`config.mk`:
```
export PLATFORM = sky130hd
export DESIGN_NAME = upc_user_pin
export DESIGN_NICKNAME = d
export VERILOG_FILES = /design/src/hdl/upc_pin_ctrl.v /design/src/hdl/upc_edge_det.v /design/src/hdl/upc_user_pin.v
export VERILOG_INCLUDE_DIRS = /design/src /design/src/inc
export SDC_FILE = /design/constraint.sdc
export NUM_CORES = 1
export LEC_CHECK = 0
export BUFFER_PORTS_ARGS = -buffer_cell sky130_fd_sc_hd__buf_2
export CAP_MARGIN = 0
export CORE_MARGIN = 1.5
export CORE_UTILIZATION = 26
export DETAILED_ROUTE_END_ITERATION = 8
export GPL_ROUTABILITY_DRIVEN = 0
export PLACE_DENSITY_LB_ADDON = 0.2
export SLEW_MARGIN = 20
export SYNTH_ARGS = -nofsm -noshare
export SYNTH_HDL_FRONTEND = slang
export SYNTH_SLANG_ARGS = --single-unit
```
`constraint.sdc`:
```
create_clock -name clk_sys -period 1.4 [get_ports clk_sys]
set_input_delay 0.21 -clock clk_sys [delete_from_list [all_inputs] [get_ports clk_sys]]
set_output_delay 0.21 -clock clk_sys [all_outputs]
set_load 0.02 [all_outputs]
```
`src/inc/upc_consts.vh`:
```
// Register map, field positions, reset values and mode codes of the user pin block
`ifndef UPC_CONSTS_VH
`define UPC_CONSTS_VH
// ============================================================
// Register offsets (byte addresses on the plain register port)
`define UPC_ADDR_PIN1      4'h0
`define UPC_ADDR_PIN2      4'h1
`define UPC_ADDR_PIN3      4'h2
`define UPC_ADDR_STATUS    4'h3
`define UPC_ADDR_NORMAL    4'h4
`define UPC_ADDR_SLEEP     4'h5
// ============================================================
// Pin control register fields
`define UPC_MODE_HI        7
`define UPC_MODE_LO        4
`define UPC_PULLUP_BIT     3
`define UPC_SUPPLY_BIT     2
`define UPC_POL_BIT        1
`define UPC_LEVEL_BIT      0
`define UPC_CFG_RESET      8'h08
// ============================================================
// Mode codes
`define UPC_MD_GPI         4'h0
`define UPC_MD_GPO         4'h1
`define UPC_MD_SWA         4'h2
`define UPC_MD_SWB         4'h3
`define UPC_MD_CHANGEOVER_SWITCH_ONE       4'h4
`define UPC_MD_CHANGEOVER_SWITCH_TWO       4'h5
`define UPC_MD_SLEEP       4'h6
`define UPC_MD_WAKE        4'h7
`define UPC_MD_PWM         4'hb
`define UPC_MD_SHUTDOWN_FLAG        4'hc
`define UPC_MD_ALARM       4'hd
`define UPC_MD_CONVERSION_DONE        4'hf
`endif

```
`src/hdl/upc_pin_ctrl.v`:
```
// One user pin: mode decode, output drive, pull-up and input assertion
`include "upc_consts.vh"
module upc_pin_ctrl (
    input  wire [7:0] cfg,
    input  wire       pin_in,
    input  wire       pwm_level,
    input  wire       pwm_enable,
    input  wire       shutdown_flag,
    input  wire       day_alarm_status,
    input  wire       conversion_done,
    output reg        drv_out,
    output reg        drv_oe,
    output wire       pullup_on,
    output wire       supply_sel,
    output wire [5:0] func_assert
);
    wire [3:0] mode   = cfg[`UPC_MODE_HI:`UPC_MODE_LO];
    wire       pol_hi = cfg[`UPC_POL_BIT];
    // Input function asserted per polarity
    wire       asrt   = pol_hi ? pin_in : ~pin_in;
    wire       is_in  = (mode == `UPC_MD_GPI) || (mode >= `UPC_MD_SWA && mode <= `UPC_MD_WAKE);

    assign pullup_on  = cfg[`UPC_PULLUP_BIT] & is_in;
    assign supply_sel = cfg[`UPC_SUPPLY_BIT];
    // Order: swa, swb, changeover_switch_one, changeover_switch_two, sleep, wake
    assign func_assert = {
        (mode == `UPC_MD_WAKE)  & asrt,
        (mode == `UPC_MD_SLEEP) & asrt,
        (mode == `UPC_MD_CHANGEOVER_SWITCH_TWO) & asrt,
        (mode == `UPC_MD_CHANGEOVER_SWITCH_ONE) & asrt,
        (mode == `UPC_MD_SWB)   & asrt,
        (mode == `UPC_MD_SWA)   & asrt};

    always @* begin
        drv_oe  = 1'b1;
        drv_out = 1'b0;
        case (mode)
            `UPC_MD_GPO:   drv_out = cfg[`UPC_LEVEL_BIT];
            // A stopped generator parks the pin at the polarity level itself
            `UPC_MD_PWM:   drv_out = pwm_enable ? (pwm_level ~^ pol_hi) : pol_hi;
            `UPC_MD_SHUTDOWN_FLAG:  drv_out = shutdown_flag ~^ pol_hi;
            `UPC_MD_ALARM: drv_out = day_alarm_status ~^ pol_hi;
            `UPC_MD_CONVERSION_DONE:  drv_out = conversion_done ~^ pol_hi;
            default:       drv_oe  = 1'b0;
        endcase
    end
endmodule

```
`src/hdl/upc_edge_det.v`:
```
// Rising and falling edge detector for one synchronous input
module upc_edge_det (
    input  wire clk_sys,
    input  wire srst,
    input  wire ce,
    input  wire din,
    output wire rise,
    output wire fall
);
    reg prev_ff;
    always @(posedge clk_sys) begin
        if (srst) begin
            // Pull-up idle level, so a pulled-up pin shows no false edge after reset
            prev_ff <= 1'b1;
        end else if (ce) begin
            prev_ff <= din;
        end
    end
    assign rise = ce & din & ~prev_ff;
    assign fall = ce & ~din & prev_ff;
endmodule

```
`src/hdl/upc_user_pin.v`:
```
// Top of the user pin configuration block: registers, pin drive and shutdown control
// Function
// Each pin has a 4-bit mode field resetting to zero, general input.
// General input reports edges on rising and falling flags, ignores polarity.
// General output drives the pin from the level bit, polarity ignored.
// Reading the level bit returns the live pin level.
// Pull-up is on when enabled and the pin is an input; resets on.
// Supply select picks main or pump supply in every mode; resets main.
// Polarity bit sets active low or high for special modes.
// Modes 2 and 3 feed DAC A and DAC B switch control.
// Modes 4 and 5 feed the two changeover switch controls.
// Asserted sleep input forces sleep; otherwise shutdown flag decides.
// Asserting edge of a wake input clears the shutdown flag.
// Software must not write reserved mode codes.
// PWM mode carries the pulse output; idles at polarity level when disabled.
// Shutdown output mode shows the shutdown flag with the selected polarity.
// Day alarm output mode mirrors the day alarm status.
// Data ready output asserts on conversion done, unaffected by the mask bit.
// Each pin control register resets to 08 hex.
// Open-drain is emulated by software toggling output low and pulled-off input.
// Several pins with the same input function are ORed.
// Shutdown clears on normal-mode write, day alarm or wake edge.
// Each pin register acts on its own pin only.
// Writes take effect at once; reads return fields with live level.
//
// Decided for this implementation: the register addresses and the plain strobed port.
`include "upc_consts.vh"
module upc_user_pin #(
    parameter NPIN = 3
) (
    input  wire            clk_sys,
    input  wire            srst,
    input  wire            ce,
    input  wire [3:0]      reg_addr,
    input  wire [7:0]      reg_wdata,
    input  wire            reg_wr,
    input  wire            reg_rd,
    output reg  [7:0]      reg_rdata,
    input  wire [NPIN-1:0] pin_in,
    output reg  [NPIN-1:0] pin_out,
    output reg  [NPIN-1:0] pin_oe,
    output reg  [NPIN-1:0] pin_pullup,
    output reg  [NPIN-1:0] pin_supply_sel,
    input  wire            pwm_level,
    input  wire            pulse_width_enable,
    input  wire            day_alarm_status,
    input  wire            conversion_done,
    output reg             dac_a_switch,
    output reg             dac_b_switch,
    output reg             changeover_switch_one,
    output reg             changeover_switch_two,
    output reg             sleep_active,
    output reg             shutdown_flag
);
    // ============================================================
    // Registers
    reg  [7:0]      cfg_ff [0:NPIN-1];
    reg  [NPIN-1:0] rising_edge_flag_ff;
    reg  [NPIN-1:0] falling_edge_flag_ff;
    reg             shutdown_flag_ff;
    reg             alarm_prev_ff;
    wire [NPIN-1:0] rise;
    wire [NPIN-1:0] fall;
    wire [NPIN-1:0] drv_out;
    wire [NPIN-1:0] drv_oe;
    wire [NPIN-1:0] pull_on;
    wire [NPIN-1:0] sup_sel;
    wire [NPIN-1:0] f_swa;
    wire [NPIN-1:0] f_swb;
    wire [NPIN-1:0] f_sp1;
    wire [NPIN-1:0] f_sp2;
    wire [NPIN-1:0] f_slp;
    wire [NPIN-1:0] f_wake;
    wire [NPIN-1:0] wake_edge;
    wire [NPIN-1:0] gpi_sel;
    wire [NPIN-1:0] rd_sel;
    wire            wr_sel_status;
    wire            wr_norm;
    wire            wr_sleep;
    wire            alarm_rise;
    reg  [7:0]      nxt_rdata;
    integer         k;
    integer         kf;
    integer         kr;

    // ============================================================
    // Per-pin logic
    genvar g;
    generate
        for (g = 0; g < NPIN; g = g + 1) begin : g_pin
            wire [5:0] fa;
            reg        wake_prev_ff;
            upc_pin_ctrl u_ctrl (
                .cfg              (cfg_ff[g]),
                .pin_in           (pin_in[g]),
                .pwm_level        (pwm_level),
                .pwm_enable       (pulse_width_enable),
                .shutdown_flag    (shutdown_flag_ff),
                .day_alarm_status (day_alarm_status),
                .conversion_done  (conversion_done),
                .drv_out          (drv_out[g]),
                .drv_oe           (drv_oe[g]),
                .pullup_on        (pull_on[g]),
                .supply_sel       (sup_sel[g]),
                .func_assert      (fa)
            );
            upc_edge_det u_edge (
                .clk_sys (clk_sys),
                .srst    (srst),
                .ce      (ce),
                .din     (pin_in[g]),
                .rise    (rise[g]),
                .fall    (fall[g])
            );
            assign f_swa[g]  = fa[0];
            assign f_swb[g]  = fa[1];
            assign f_sp1[g]  = fa[2];
            assign f_sp2[g]  = fa[3];
            assign f_slp[g]  = fa[4];
            assign f_wake[g] = fa[5];
            // Wake edge is the rising edge of the asserted state
            always @(posedge clk_sys) begin
                if (srst) begin
                    wake_prev_ff <= 1'b0;
                end else if (ce) begin
                    wake_prev_ff <= fa[5];
                end
            end
            assign wake_edge[g] = ce & fa[5] & ~wake_prev_ff;
            assign gpi_sel[g]   = (cfg_ff[g][`UPC_MODE_HI:`UPC_MODE_LO] == `UPC_MD_GPI);
            assign rd_sel[g]    = ({28'h0000000, reg_addr} == g);
        end
    endgenerate

    // ============================================================
    // Register decode
    assign wr_sel_status = reg_wr && (reg_addr == `UPC_ADDR_STATUS);
    assign wr_norm       = reg_wr && (reg_addr == `UPC_ADDR_NORMAL);
    assign wr_sleep      = reg_wr && (reg_addr == `UPC_ADDR_SLEEP);
    assign alarm_rise    = day_alarm_status & ~alarm_prev_ff;

    always @(posedge clk_sys) begin
        if (srst) begin
            for (k = 0; k < NPIN; k = k + 1) begin
                cfg_ff[k] <= `UPC_CFG_RESET;
            end
        end else if (ce && reg_wr) begin
            for (k = 0; k < NPIN; k = k + 1) begin
                if (reg_addr == k[3:0]) begin
                    cfg_ff[k] <= reg_wdata;
                end
            end
        end
    end

    // ============================================================
    // Edge status flags: write one to clear, a new edge wins
    always @(posedge clk_sys) begin
        if (srst) begin
            rising_edge_flag_ff  <= {NPIN{1'b0}};
            falling_edge_flag_ff <= {NPIN{1'b0}};
        end else if (ce) begin
            for (kf = 0; kf < NPIN; kf = kf + 1) begin
                if (gpi_sel[kf] && rise[kf]) begin
                    rising_edge_flag_ff[kf] <= 1'b1;
                end else if (wr_sel_status && reg_wdata[kf]) begin
                    rising_edge_flag_ff[kf] <= 1'b0;
                end
                if (gpi_sel[kf] && fall[kf]) begin
                    falling_edge_flag_ff[kf] <= 1'b1;
                end else if (wr_sel_status && reg_wdata[kf+4]) begin
                    falling_edge_flag_ff[kf] <= 1'b0;
                end
            end
        end
    end

    // ============================================================
    // Shutdown flag: a sleep write sets it; clearing events yield to it
    always @(posedge clk_sys) begin
        if (srst) begin
            shutdown_flag_ff       <= 1'b0;
            alarm_prev_ff <= 1'b0;
        end else if (ce) begin
            alarm_prev_ff <= day_alarm_status;
            if (wr_sleep) begin
                shutdown_flag_ff <= 1'b1;
            end else if (wr_norm || alarm_rise || (|wake_edge)) begin
                shutdown_flag_ff <= 1'b0;
            end
        end
    end

    // ============================================================
    // Read path and registered outputs
    always @* begin
        nxt_rdata = 8'h00;
        for (kr = 0; kr < NPIN; kr = kr + 1) begin
            if (rd_sel[kr]) begin
                nxt_rdata = {cfg_ff[kr][7:1], pin_in[kr]};
            end
        end
        if (reg_addr == `UPC_ADDR_STATUS) begin
            nxt_rdata = 8'h00;
            nxt_rdata[NPIN-1:0]   = rising_edge_flag_ff;
            nxt_rdata[NPIN+3:4]   = falling_edge_flag_ff;
        end
        if (reg_addr == `UPC_ADDR_SLEEP) begin
            nxt_rdata = {7'h00, shutdown_flag_ff};
        end
    end

    always @(posedge clk_sys) begin
        if (srst) begin
            reg_rdata             <= 8'h00;
            pin_out               <= {NPIN{1'b0}};
            pin_oe                <= {NPIN{1'b0}};
            pin_pullup            <= {NPIN{1'b1}};
            pin_supply_sel        <= {NPIN{1'b0}};
            dac_a_switch          <= 1'b0;
            dac_b_switch          <= 1'b0;
            changeover_switch_one <= 1'b0;
            changeover_switch_two <= 1'b0;
            sleep_active          <= 1'b0;
            shutdown_flag         <= 1'b0;
        end else if (ce) begin
            reg_rdata             <= reg_rd ? nxt_rdata : 8'h00;
            pin_out               <= drv_out;
            pin_oe                <= drv_oe;
            pin_pullup            <= pull_on;
            pin_supply_sel        <= sup_sel;
            dac_a_switch          <= |f_swa;
            dac_b_switch          <= |f_swb;
            changeover_switch_one <= |f_sp1;
            changeover_switch_two <= |f_sp2;
            sleep_active          <= (|f_slp) | shutdown_flag_ff;
            shutdown_flag         <= shutdown_flag_ff;
        end
    end
endmodule

```
==> flow_summary.toml, run 1 <==
[run_status]
status = "finished, violations left"
violations = "negative setup slack"

[global_route]
met2_usage_pct = 26.5
grt_pass1_vias = 2832
top_usage_layer = "met2"
grt.met3_usage_pct = 2.92
antenna_found_initial = 0
globalRouteTotalUtil_pct = 16.2
gr-total-overflow = 0
grt_max_degree = 23
grt_pass1_wl_um = 15800
met1_usage_pct = 21.0

[sta]
skew_ns = 0.00907
tightest_slew_ns = 0.296
rsz0062_at_grt = "yes"
fmax_ghz = 0.685
min_period_ns = 1.46
setup_violations = 10
setup_slack_ns = -0.0604
hold_viol_final = 0
drv_slew = 0
holdWs_ns = 0.191
slew_headroom_pct = 80.3
period_share_pct = 104

[routing]
wl_um = 9950
drtIter0Drc = 155
vias = 2848
ant_nets = 0
via_per_inst = 4.99
wl_per_cell_um = 17.4
drc = 0
dr.pass1.iters = 4

[floorplan]
die_h_um = 114
design.core.area_um2 = 12000
initial_core_util_pct = 26.7
die_area_um2 = 12900
row_count = 40
io_pins = 50
die_w_um = 114

[layout]
n_fill_cell = 1179
nets = 443
diodes = 0
multi_input_area_um2 = 1720
drive_gt1_share_pct = 45.0
final_cell_mix = "buf_2 (49), buf_4 (49), dfxtp_1 (40)"
synthToLayoutAreaGrowth_pct = 44.3
final_cell_area_um2 = 4600
ff_latch_area_um2 = 1520
stdcell_count = 571

[worst_setup_path]
arrival_ns = 1.68
regToRegSetupSlack_ns = -0.06
end_kind = "flip-flop"
crit_fanout = 5
required_ns = 1.62
worstSetupStartpointType = "flip-flop"
crit_type = "flip-flop to flip-flop"

[logic_synthesis]
synthArstFlopShare_pct = 0
synth_edf_count = 24
syn_area_per_cell_um2 = 10.1
syn-num-nets = 339
yosysSeqAreaShare_pct = 47.7
yosysUniqueCellTypes = 53
ys_seq_elements = 64
synth_cells = 315
synth_area_um2 = 3190
yosys_warnings = 0
synth_ff_type = "dfxtp_1"

[job]
max_cap_violations = 0

[power_and_ir_drop]
power_density_nw_per_um2 = 1110
p_total_mw = 5.12
p_leak_nw = 1.86
peakVddDrop_mv = 0.567

[place]
numPortBuffers = 49
dp_hpwl_um = 7490
placement.cell_area_um2 = 3910
dp_cells = 543

[clock_tree]
cts-root-buf = "clkbuf_16"
cts.path.max_buffers = 2
cts.clk_slew.worst_paths_ns = 0.06
cts_tree = "done"
ctsHoldBuffers = 0
cts_buffers = 9
clock_latency_ns = 0.34
cts_max_level = 3
cts.sinks = 64

[min_path]
hold_path.class = "input port to flip-flop"
[metrics by stage]
| step | worst slack (ns) | util, % | TNS [ns] |
|---|---|---|---|
| after floorplan | 0.00821 | - | 0 |
| after global placement | -0.149 | 32.7 | -0.851 |
| after detailed placement | -0.178 | 32.7 | -1.08 |
| after CTS | -0.0441 | 36.6 | -0.190 |
| after global routing | -0.171 | 38.5 | -1.29 |
| final | -0.0604 | 38.5 | -0.250 |
[cell usage after synthesis, drive strengths merged (2+ instances only)]
cell / count / area, um2
dfxtp: 40 / 801
nor2: 38 / 143
a21oi: 24 / 120
edfxtp: 24 / 721
nand2: 24 / 90.1
clkbuf: 14 / 116
nor3: 12 / 65.1
a22oi: 9 / 67.6
and3: 9 / 56.3
buf: 9 / 51.3
inv: 9 / 33.8
mux2i: 8 / 80.1
nor3b: 8 / 60.1
o21ai: 8 / 40.0
nand4: 7 / 43.8
xnor2: 7 / 76.3
mux4: 6 / 139
nor2b: 6 / 37.5
a211o: 5 / 45.0
nand3: 5 / 35.0
o2111ai: 4 / 35.0
o31ai: 4 / 30.0
and4bb: 3 / 37.5
nand2b: 3 / 18.8
a211oi: 2 / 15.0
a21o: 2 / 15.0
a221oi: 2 / 17.5
a22o: 2 / 17.5
and4b: 2 / 20.0
o221ai: 2 / 17.5
o22ai: 2 / 12.5
o32ai: 2 / 17.5
[layout make-up]
type	instances	area share, %
clock inverters	5	0.870
clock buffers	11	5.52
flip-flops and latches	64	33.1
inverters	9	0.734
repair buffers	116	18.5
multi-input cells	219	37.3
well taps	147	4.00
[power by group]
part	total (mW)	switching, mW	internal [mW]
sequential	2.09	0.0685	2.02
combinational	0.827	0.435	0.392
clock	2.20	0.884	1.31
total	5.12	1.39	3.73
[sequential cells by signal, indices dropped and copies added (netlist names)]
register and cells:
pin_oe 3, dac_b_switch 1, rising_edge_flag_ff 3, g_pin.u_edge.prev_ff 3
pin_supply_sel 3, changeover_switch_one 1, alarm_prev_ff 1, sleep_active 1
pin_out 3, dac_a_switch 1, reg_rdata 8, cfg_ff 24
falling_edge_flag_ff 3, pin_pullup 3, shutdown_flag 1, shutdown_flag_ff 1
g_pin.wake_prev_ff 3, changeover_switch_two 1
[logic make-up (layout without fill, tap and decap cells)]
kind of cell	Yosys count	after routing	synth area share, %
compound gates	74	74	15.7
xor+xnor	8	8	2.67
buf+inv	32	141	6.32
flops	64	64	47.7
mux	15	15	7.22
simple gates	122	122	20.3
[critical path: stages (launching register included)]
cell and delay (ns):
edfxtp_1 0.46, buf_4 0.17, mux2i_1 0.17, xnor2_1 0.16, nor3b_2 0.08, o41ai_2 0.21
a21oi_1 0.09
[layer usage]
layer	share of wire (%)	wire length, um
met1	46	4550
met3	3.8	375
met5	0	0
met4	2.7	266
met2	48	4750
[repair_timing]
| action | in CTS | in global routing |
|---|---|---|
| endpoints found under the hold margin | 0 | 0 |
| setup buffers | 9 | 3 |
| pin swaps | 11 | 13 |
| gates resized for setup | 26 | 48 |
| endpoints found under the setup margin | 19 | 24 |
[final timing paths]
kind,from,end,depth (start not counted)
max,cfg_ff[0][21],pin_out[2],6
min,reg_wdata[2],rising_edge_flag_ff[2],4
max reg2reg,cfg_ff[0][21],pin_out[2],6
min reg2reg,pin_out[0],pin_out[0],2
No activity file was read; power rests on OpenSTA's default activity.
==> run 2, diff against run 1 <==
==> constraint.sdc (replaced) <==
create_clock -name clk_sys -period 1.35 [get_ports clk_sys]
set_input_delay 0.2025 -clock clk_sys [delete_from_list [all_inputs] [get_ports clk_sys]]
set_output_delay 0.2025 -clock clk_sys [all_outputs]
set_load 0.02 [all_outputs]
==> run 2 against run 1 <==
  * The flow still finishes with violations (negative setup slack)
  * Total power rose by 16%
  * Fmax shrank 7.0%
  * Wire length up 5.3%
  * Design area up 6.4%
  * Global-route usage grew 0.18 points
  * Largest power group unchanged
==> flow_summary.toml, run 2 (synthesized netlist as in run 1, its figures left out) <==
[floorplan]
die_w_um = 114
io_pins = 50
die_area_um2 = 12900
die_h_um = 114
row_count = 40
initial_core_util_pct = 26.7
design.core.area_um2 = 12000

[sta]
tightest_slew_ns = 0.375
hold_viol_final = 0
setup_violations = 20
fmax_ghz = 0.637
period_share_pct = 116
slew_headroom_pct = 74.7
setup_slack_ns = -0.220
drv_slew = 0
holdWs_ns = 0.189
min_period_ns = 1.57
skew_ns = 0.00931
rsz0062_at_grt = "yes"

[global_route]
grt_pass1_vias = 2858
grt_pass1_wl_um = 15700
globalRouteTotalUtil_pct = 16.4
grt_max_degree = 32
gr-total-overflow = 0
antenna_found_initial = 0

[clock_tree]
cts.clk_slew.worst_paths_ns = 0.06
cts_tree = "done"
cts_max_level = 3
cts_buffers = 9
cts.sinks = 64
cts.path.max_buffers = 2
clock_latency_ns = 0.33
cts-root-buf = "clkbuf_16"

[place]
post-place-ws_ns = -0.307
dp_hpwl_um = 7290
placement.cell_area_um2 = 3930
numPortBuffers = 49

[power_and_ir_drop]
p_int_mw = 4.47
power_density_nw_per_um2 = 1210
p_total_mw = 5.94
p_sw_share_pct = 24.7
p_sw_mw = 1.47
peakVddDrop_mv = 0.504
p_comb_share_pct = 15.9
p_clk_share_pct = 47.6
p_seq_share_pct = 36.5
p_leak_nw = 2.00

[routing]
drtIter0Drc = 166
vias = 2929
dr.pass1.iters = 4
wl_per_cell_um = 17.9
wl_um = 10500
drc = 0
ant_nets = 0
via_per_inst = 5.02

[layout]
synthToLayoutAreaGrowth_pct = 53.5
drive_gt1_share_pct = 49.0
regMostFlops = "cfg_ff"
final_common_cell = "buf_4"
largest_reg_flops = 24
final_cell_mix = "buf_4 (54), buf_2 (49), dfxtp_1 (39)"
nets = 456
post-route-util_pct = 40.9
reg_top3 = "cfg_ff: 24 flops, reg_rdata: 8 flops"
final_cell_area_um2 = 4890
diodes = 0

[worst_setup_path]
end_kind = "flip-flop"
crit_fanout = 5
required_ns = 1.62
crit_type = "flip-flop to flip-flop"
worstSetupStartpointType = "flip-flop"
arrival_ns = 1.84

[run_status]
violations = "negative setup slack"
status = "finished, violations left"

[job]
max_cap_violations = 0

[min_path]
hold_path.class = "input port to flip-flop"
## run 2: what timing repair did
action | 4_1_cts | 5_1_grt
pin swaps | 20 | 27
gates resized for setup | 44 | 53
hold buffers | 0 | 0
setup endpoints to repair | 19 | 28
endpoints found under the hold margin | 0 | 0
setup buffers | 12 | 13
## run 2: path summary, 6_finish.rpt
check / startpoint / to / slack (ns) / cells past startpoint
max: cfg_ff[0][21] / pin_out[2] / -0.22 / 5
min: reg_wdata[5] / falling_edge_flag_ff[1] / 0.19 / 4
max reg2reg: cfg_ff[0][21] / pin_out[2] / -0.22 / 5
min reg2reg: pin_oe[2] / pin_oe[2] / 0.46 / 2
## run 2: final cells by class
class,count,area [um2]
Fill cell,1175,7070
Clock inverter,6,111
Clock buffer,10,250
Tap cell,147,184
Multi-Input combinational cell,219,1800
Sequential cell,64,1520
Inverter,9,38.8
Timing Repair Buffer,129,987
## run 2: through the flow
stage,setup TNS (ns),instances
finish,-1.77,584
global route,-3.33,584
CTS,-1.25,573
detailed placement,-1.64,545
global placement,-1.64,545
floorplan,-0.0832,315
## run 2: power by group through the flow
| stage | Combinational (mW) | Sequential (mW) | Clock, mW |
|---|---|---|---|
| 5_1_grt | 1.01 | 2.18 | 2.95 |
| 6_report | 0.944 | 2.17 | 2.83 |
| 3_3_place_gp | 0.727 | 2.21 | 0 |
| 4_1_cts | 0.826 | 2.17 | 2.85 |
| 2_1_floorplan | 0.361 | 2.24 | 0 |
| 3_5_place_dp | 0.729 | 2.21 | 0 |
## run 2: critical path, cell delays in order (launching register included)
cell      delay [ns]
edfxtp_1        0.43
buf_4           0.19
or2b_2          0.35
nor4b_4         0.25
o41ai_2         0.13
a21oi_1         0.16
## run 2: metal layers
metal  vias to the layer above  share of wire, %  global-route usage (%)  wire, um
met1                      1422                45                    21.4      4700
met5                         -                 0                       0         0
met2                        82                48                    26.5      5000
met4                         0               3.1                    8.00       320
li1                       1403                 -                       -         -
met3                        22               4.3                    2.76       448
==> run 3, diff against run 2 <==
--- a/config.mk
+++ b/config.mk
@@ -12,6 +12,7 @@
 export CORE_UTILIZATION = 26
 export DETAILED_ROUTE_END_ITERATION = 8
 export GPL_ROUTABILITY_DRIVEN = 0
+export MAX_ROUTING_LAYER = met4
 export PLACE_DENSITY_LB_ADDON = 0.2
 export SLEW_MARGIN = 20
 export SYNTH_ARGS = -nofsm -noshare
==> run 3 against run 2 <==
  * The flow still finishes with violations (negative setup slack)
  * Sequential cell count did not move
  * Global-route usage rose by 0.50 points
  * First-iteration DRC count fell by 10%
  * Fmax fell by 0.91%
  * Non-clock buffer count did not move
  * Wire length fell by 0.41%
  * Register-to-register slack barely moved
  * Worst setup slack got worse by 0.014 ns
  * Clock skew barely moved
  * Largest cell class unchanged
==> flow_summary.toml, run 3 (synthesized netlist as in run 1, its figures left out) <==
[sta]
rsz0062_at_grt = "yes"
holdWs_ns = 0.189
min_period_ns = 1.58
period_share_pct = 117
setup_violations = 19
tightest_slew_ns = 0.393
fmax_ghz = 0.631
slew_headroom_pct = 73.5
tns_ns = -1.70
hold_viol_final = 0
skew_ns = 0.00884
drv_slew = 0
setup_slack_ns = -0.234

[power_and_ir_drop]
peakVddDrop_mv = 0.498
p_leak_nw = 2.01
power_density_nw_per_um2 = 1210

[routing]
vias = 2887
drtIter0Drc = 149
wl_met1_um = 4680
top_layer = "met4"
drc = 0
via_per_inst = 4.94
wl_per_cell_um = 17.9
ant_nets = 0
met2_length_um = 5130
wl_met3_um = 371
wl_um = 10400
dr.pass1.iters = 4

[worst_setup_path]
r2r_start = "cfg_ff[0][21]"
rr_worst_depth = 6
crit_fanout = 5
crit_type = "flip-flop to flip-flop"
end_kind = "flip-flop"
worstSetupStartpointType = "flip-flop"
required_ns = 1.56
arrival_ns = 1.79
regToRegSetupSlack_ns = -0.23
r2r_end = "pin_out[2]"

[job]
max_cap_violations = 0

[floorplan]
design.core.area_um2 = 12000
die_h_um = 114
row_count = 40
die_area_um2 = 12900
io_pins = 50
die_w_um = 114
initial_core_util_pct = 26.7

[global_route]
gr-total-overflow = 0
antenna_found_initial = 0
grt_max_degree = 32
globalRouteTotalUtil_pct = 16.9
grt_pass1_vias = 2855
grt_pass1_wl_um = 15700

[min_path]
hp-start = "reg_wdata[5]"
min_path_cells = 4
whs_endpoint = "falling_edge_flag_ff[1]"
hold_path.class = "input port to flip-flop"

[layout]
synthToLayoutAreaGrowth_pct = 53.8
reg_top3 = "cfg_ff: 24 flops, reg_rdata: 8 flops"
regMostFlops = "cfg_ff"
post-route-util_pct = 41.0
largest_reg_flops = 24
diodes = 0
stdcell_count = 584
final_common_cell = "buf_4"
nets = 456
drive_gt1_share_pct = 49.2
n_fill_cell = 1173
final_cell_mix = "buf_4 (53), buf_2 (49), dfxtp_1 (39)"

[clock_tree]
cts.clk_slew.worst_paths_ns = 0.06
cts.sinks = 64
cts_max_level = 3
cts_tree = "done"
cts.path.max_buffers = 2
cts-root-buf = "clkbuf_16"
cts_buffers = 9
clock_latency_ns = 0.33
ctsHoldBuffers = 0

[run_status]
status = "finished, violations left"
violations = "negative setup slack"

[place]
dp_cells = 545
dp_hpwl_um = 7290
post-place-ws_ns = -0.307
numPortBuffers = 49
-- run 3: cell counts in the layout (fill, tap and decap cells not counted) --
No cell type changed its count.
-- run 3: per-layer routing --
metal  track usage (%)  vias up
li1                  -     1404
met1              21.4     1402
met2              26.5       67
met3              2.71       14
met4              8.00        0
met5                 -        -
-- run 3: worst max path at each step --
stage                             start  slack, ns                     to  cells after the start
after global routing      cfg_ff[0][21]      -0.32             pin_out[2]                      6
after CTS                 cfg_ff[0][21]      -0.15             pin_out[2]                      5
final                     cfg_ff[0][21]      -0.23             pin_out[2]                      6
after floorplan            cfg_ff[0][9]      -0.04  changeover_switch_one                      5
after global placement    cfg_ff[0][21]      -0.27             pin_out[2]                      5
after detailed placement  cfg_ff[0][21]      -0.31             pin_out[2]                      5
-- run 3: layout make-up --
type | instances | area, um2 | area share, %
clock buffers | 10 | 250 | 5.10
inverters | 9 | 38.8 | 0.791
repair buffers | 129 | 991 | 20.2
well taps | 147 | 184 | 3.75
multi-input cells | 219 | 1810 | 36.8
flip-flops and latches | 64 | 1520 | 31.1
clock inverters | 6 | 111 | 2.27
-- run 3: worst max-delay path, stage by stage, from the launching register on --
cell and delay [ns]:
edfxtp_1 0.42, buf_4 0.18, buf_4 0.14, nand2b_4 0.08, nor3_1 0.07, o41ai_2 0.44, a21oi_1 0.12
-- run 3: what timing repair did --
action | in CTS | in global routing
setup buffers | 12 | 13
pin swaps | 20 | 27
gates resized for setup | 44 | 55
endpoints found under the setup margin | 19 | 28
-- run 3: stage by stage --
stage | area [um2] | power, mW
2_1_floorplan | 3190 | 2.60
6_report | 4900 | 5.93
4_1_cts | 4560 | 5.84
3_3_place_gp | 3930 | 2.94
3_5_place_dp | 3930 | 2.94
5_1_grt | 4900 | 6.15
-- run 3: power by group --
part / internal, mW / switching [mW]
Clock: 1.92 / 0.897
Sequential: 2.10 / 0.0733
Combinational: 0.457 / 0.488
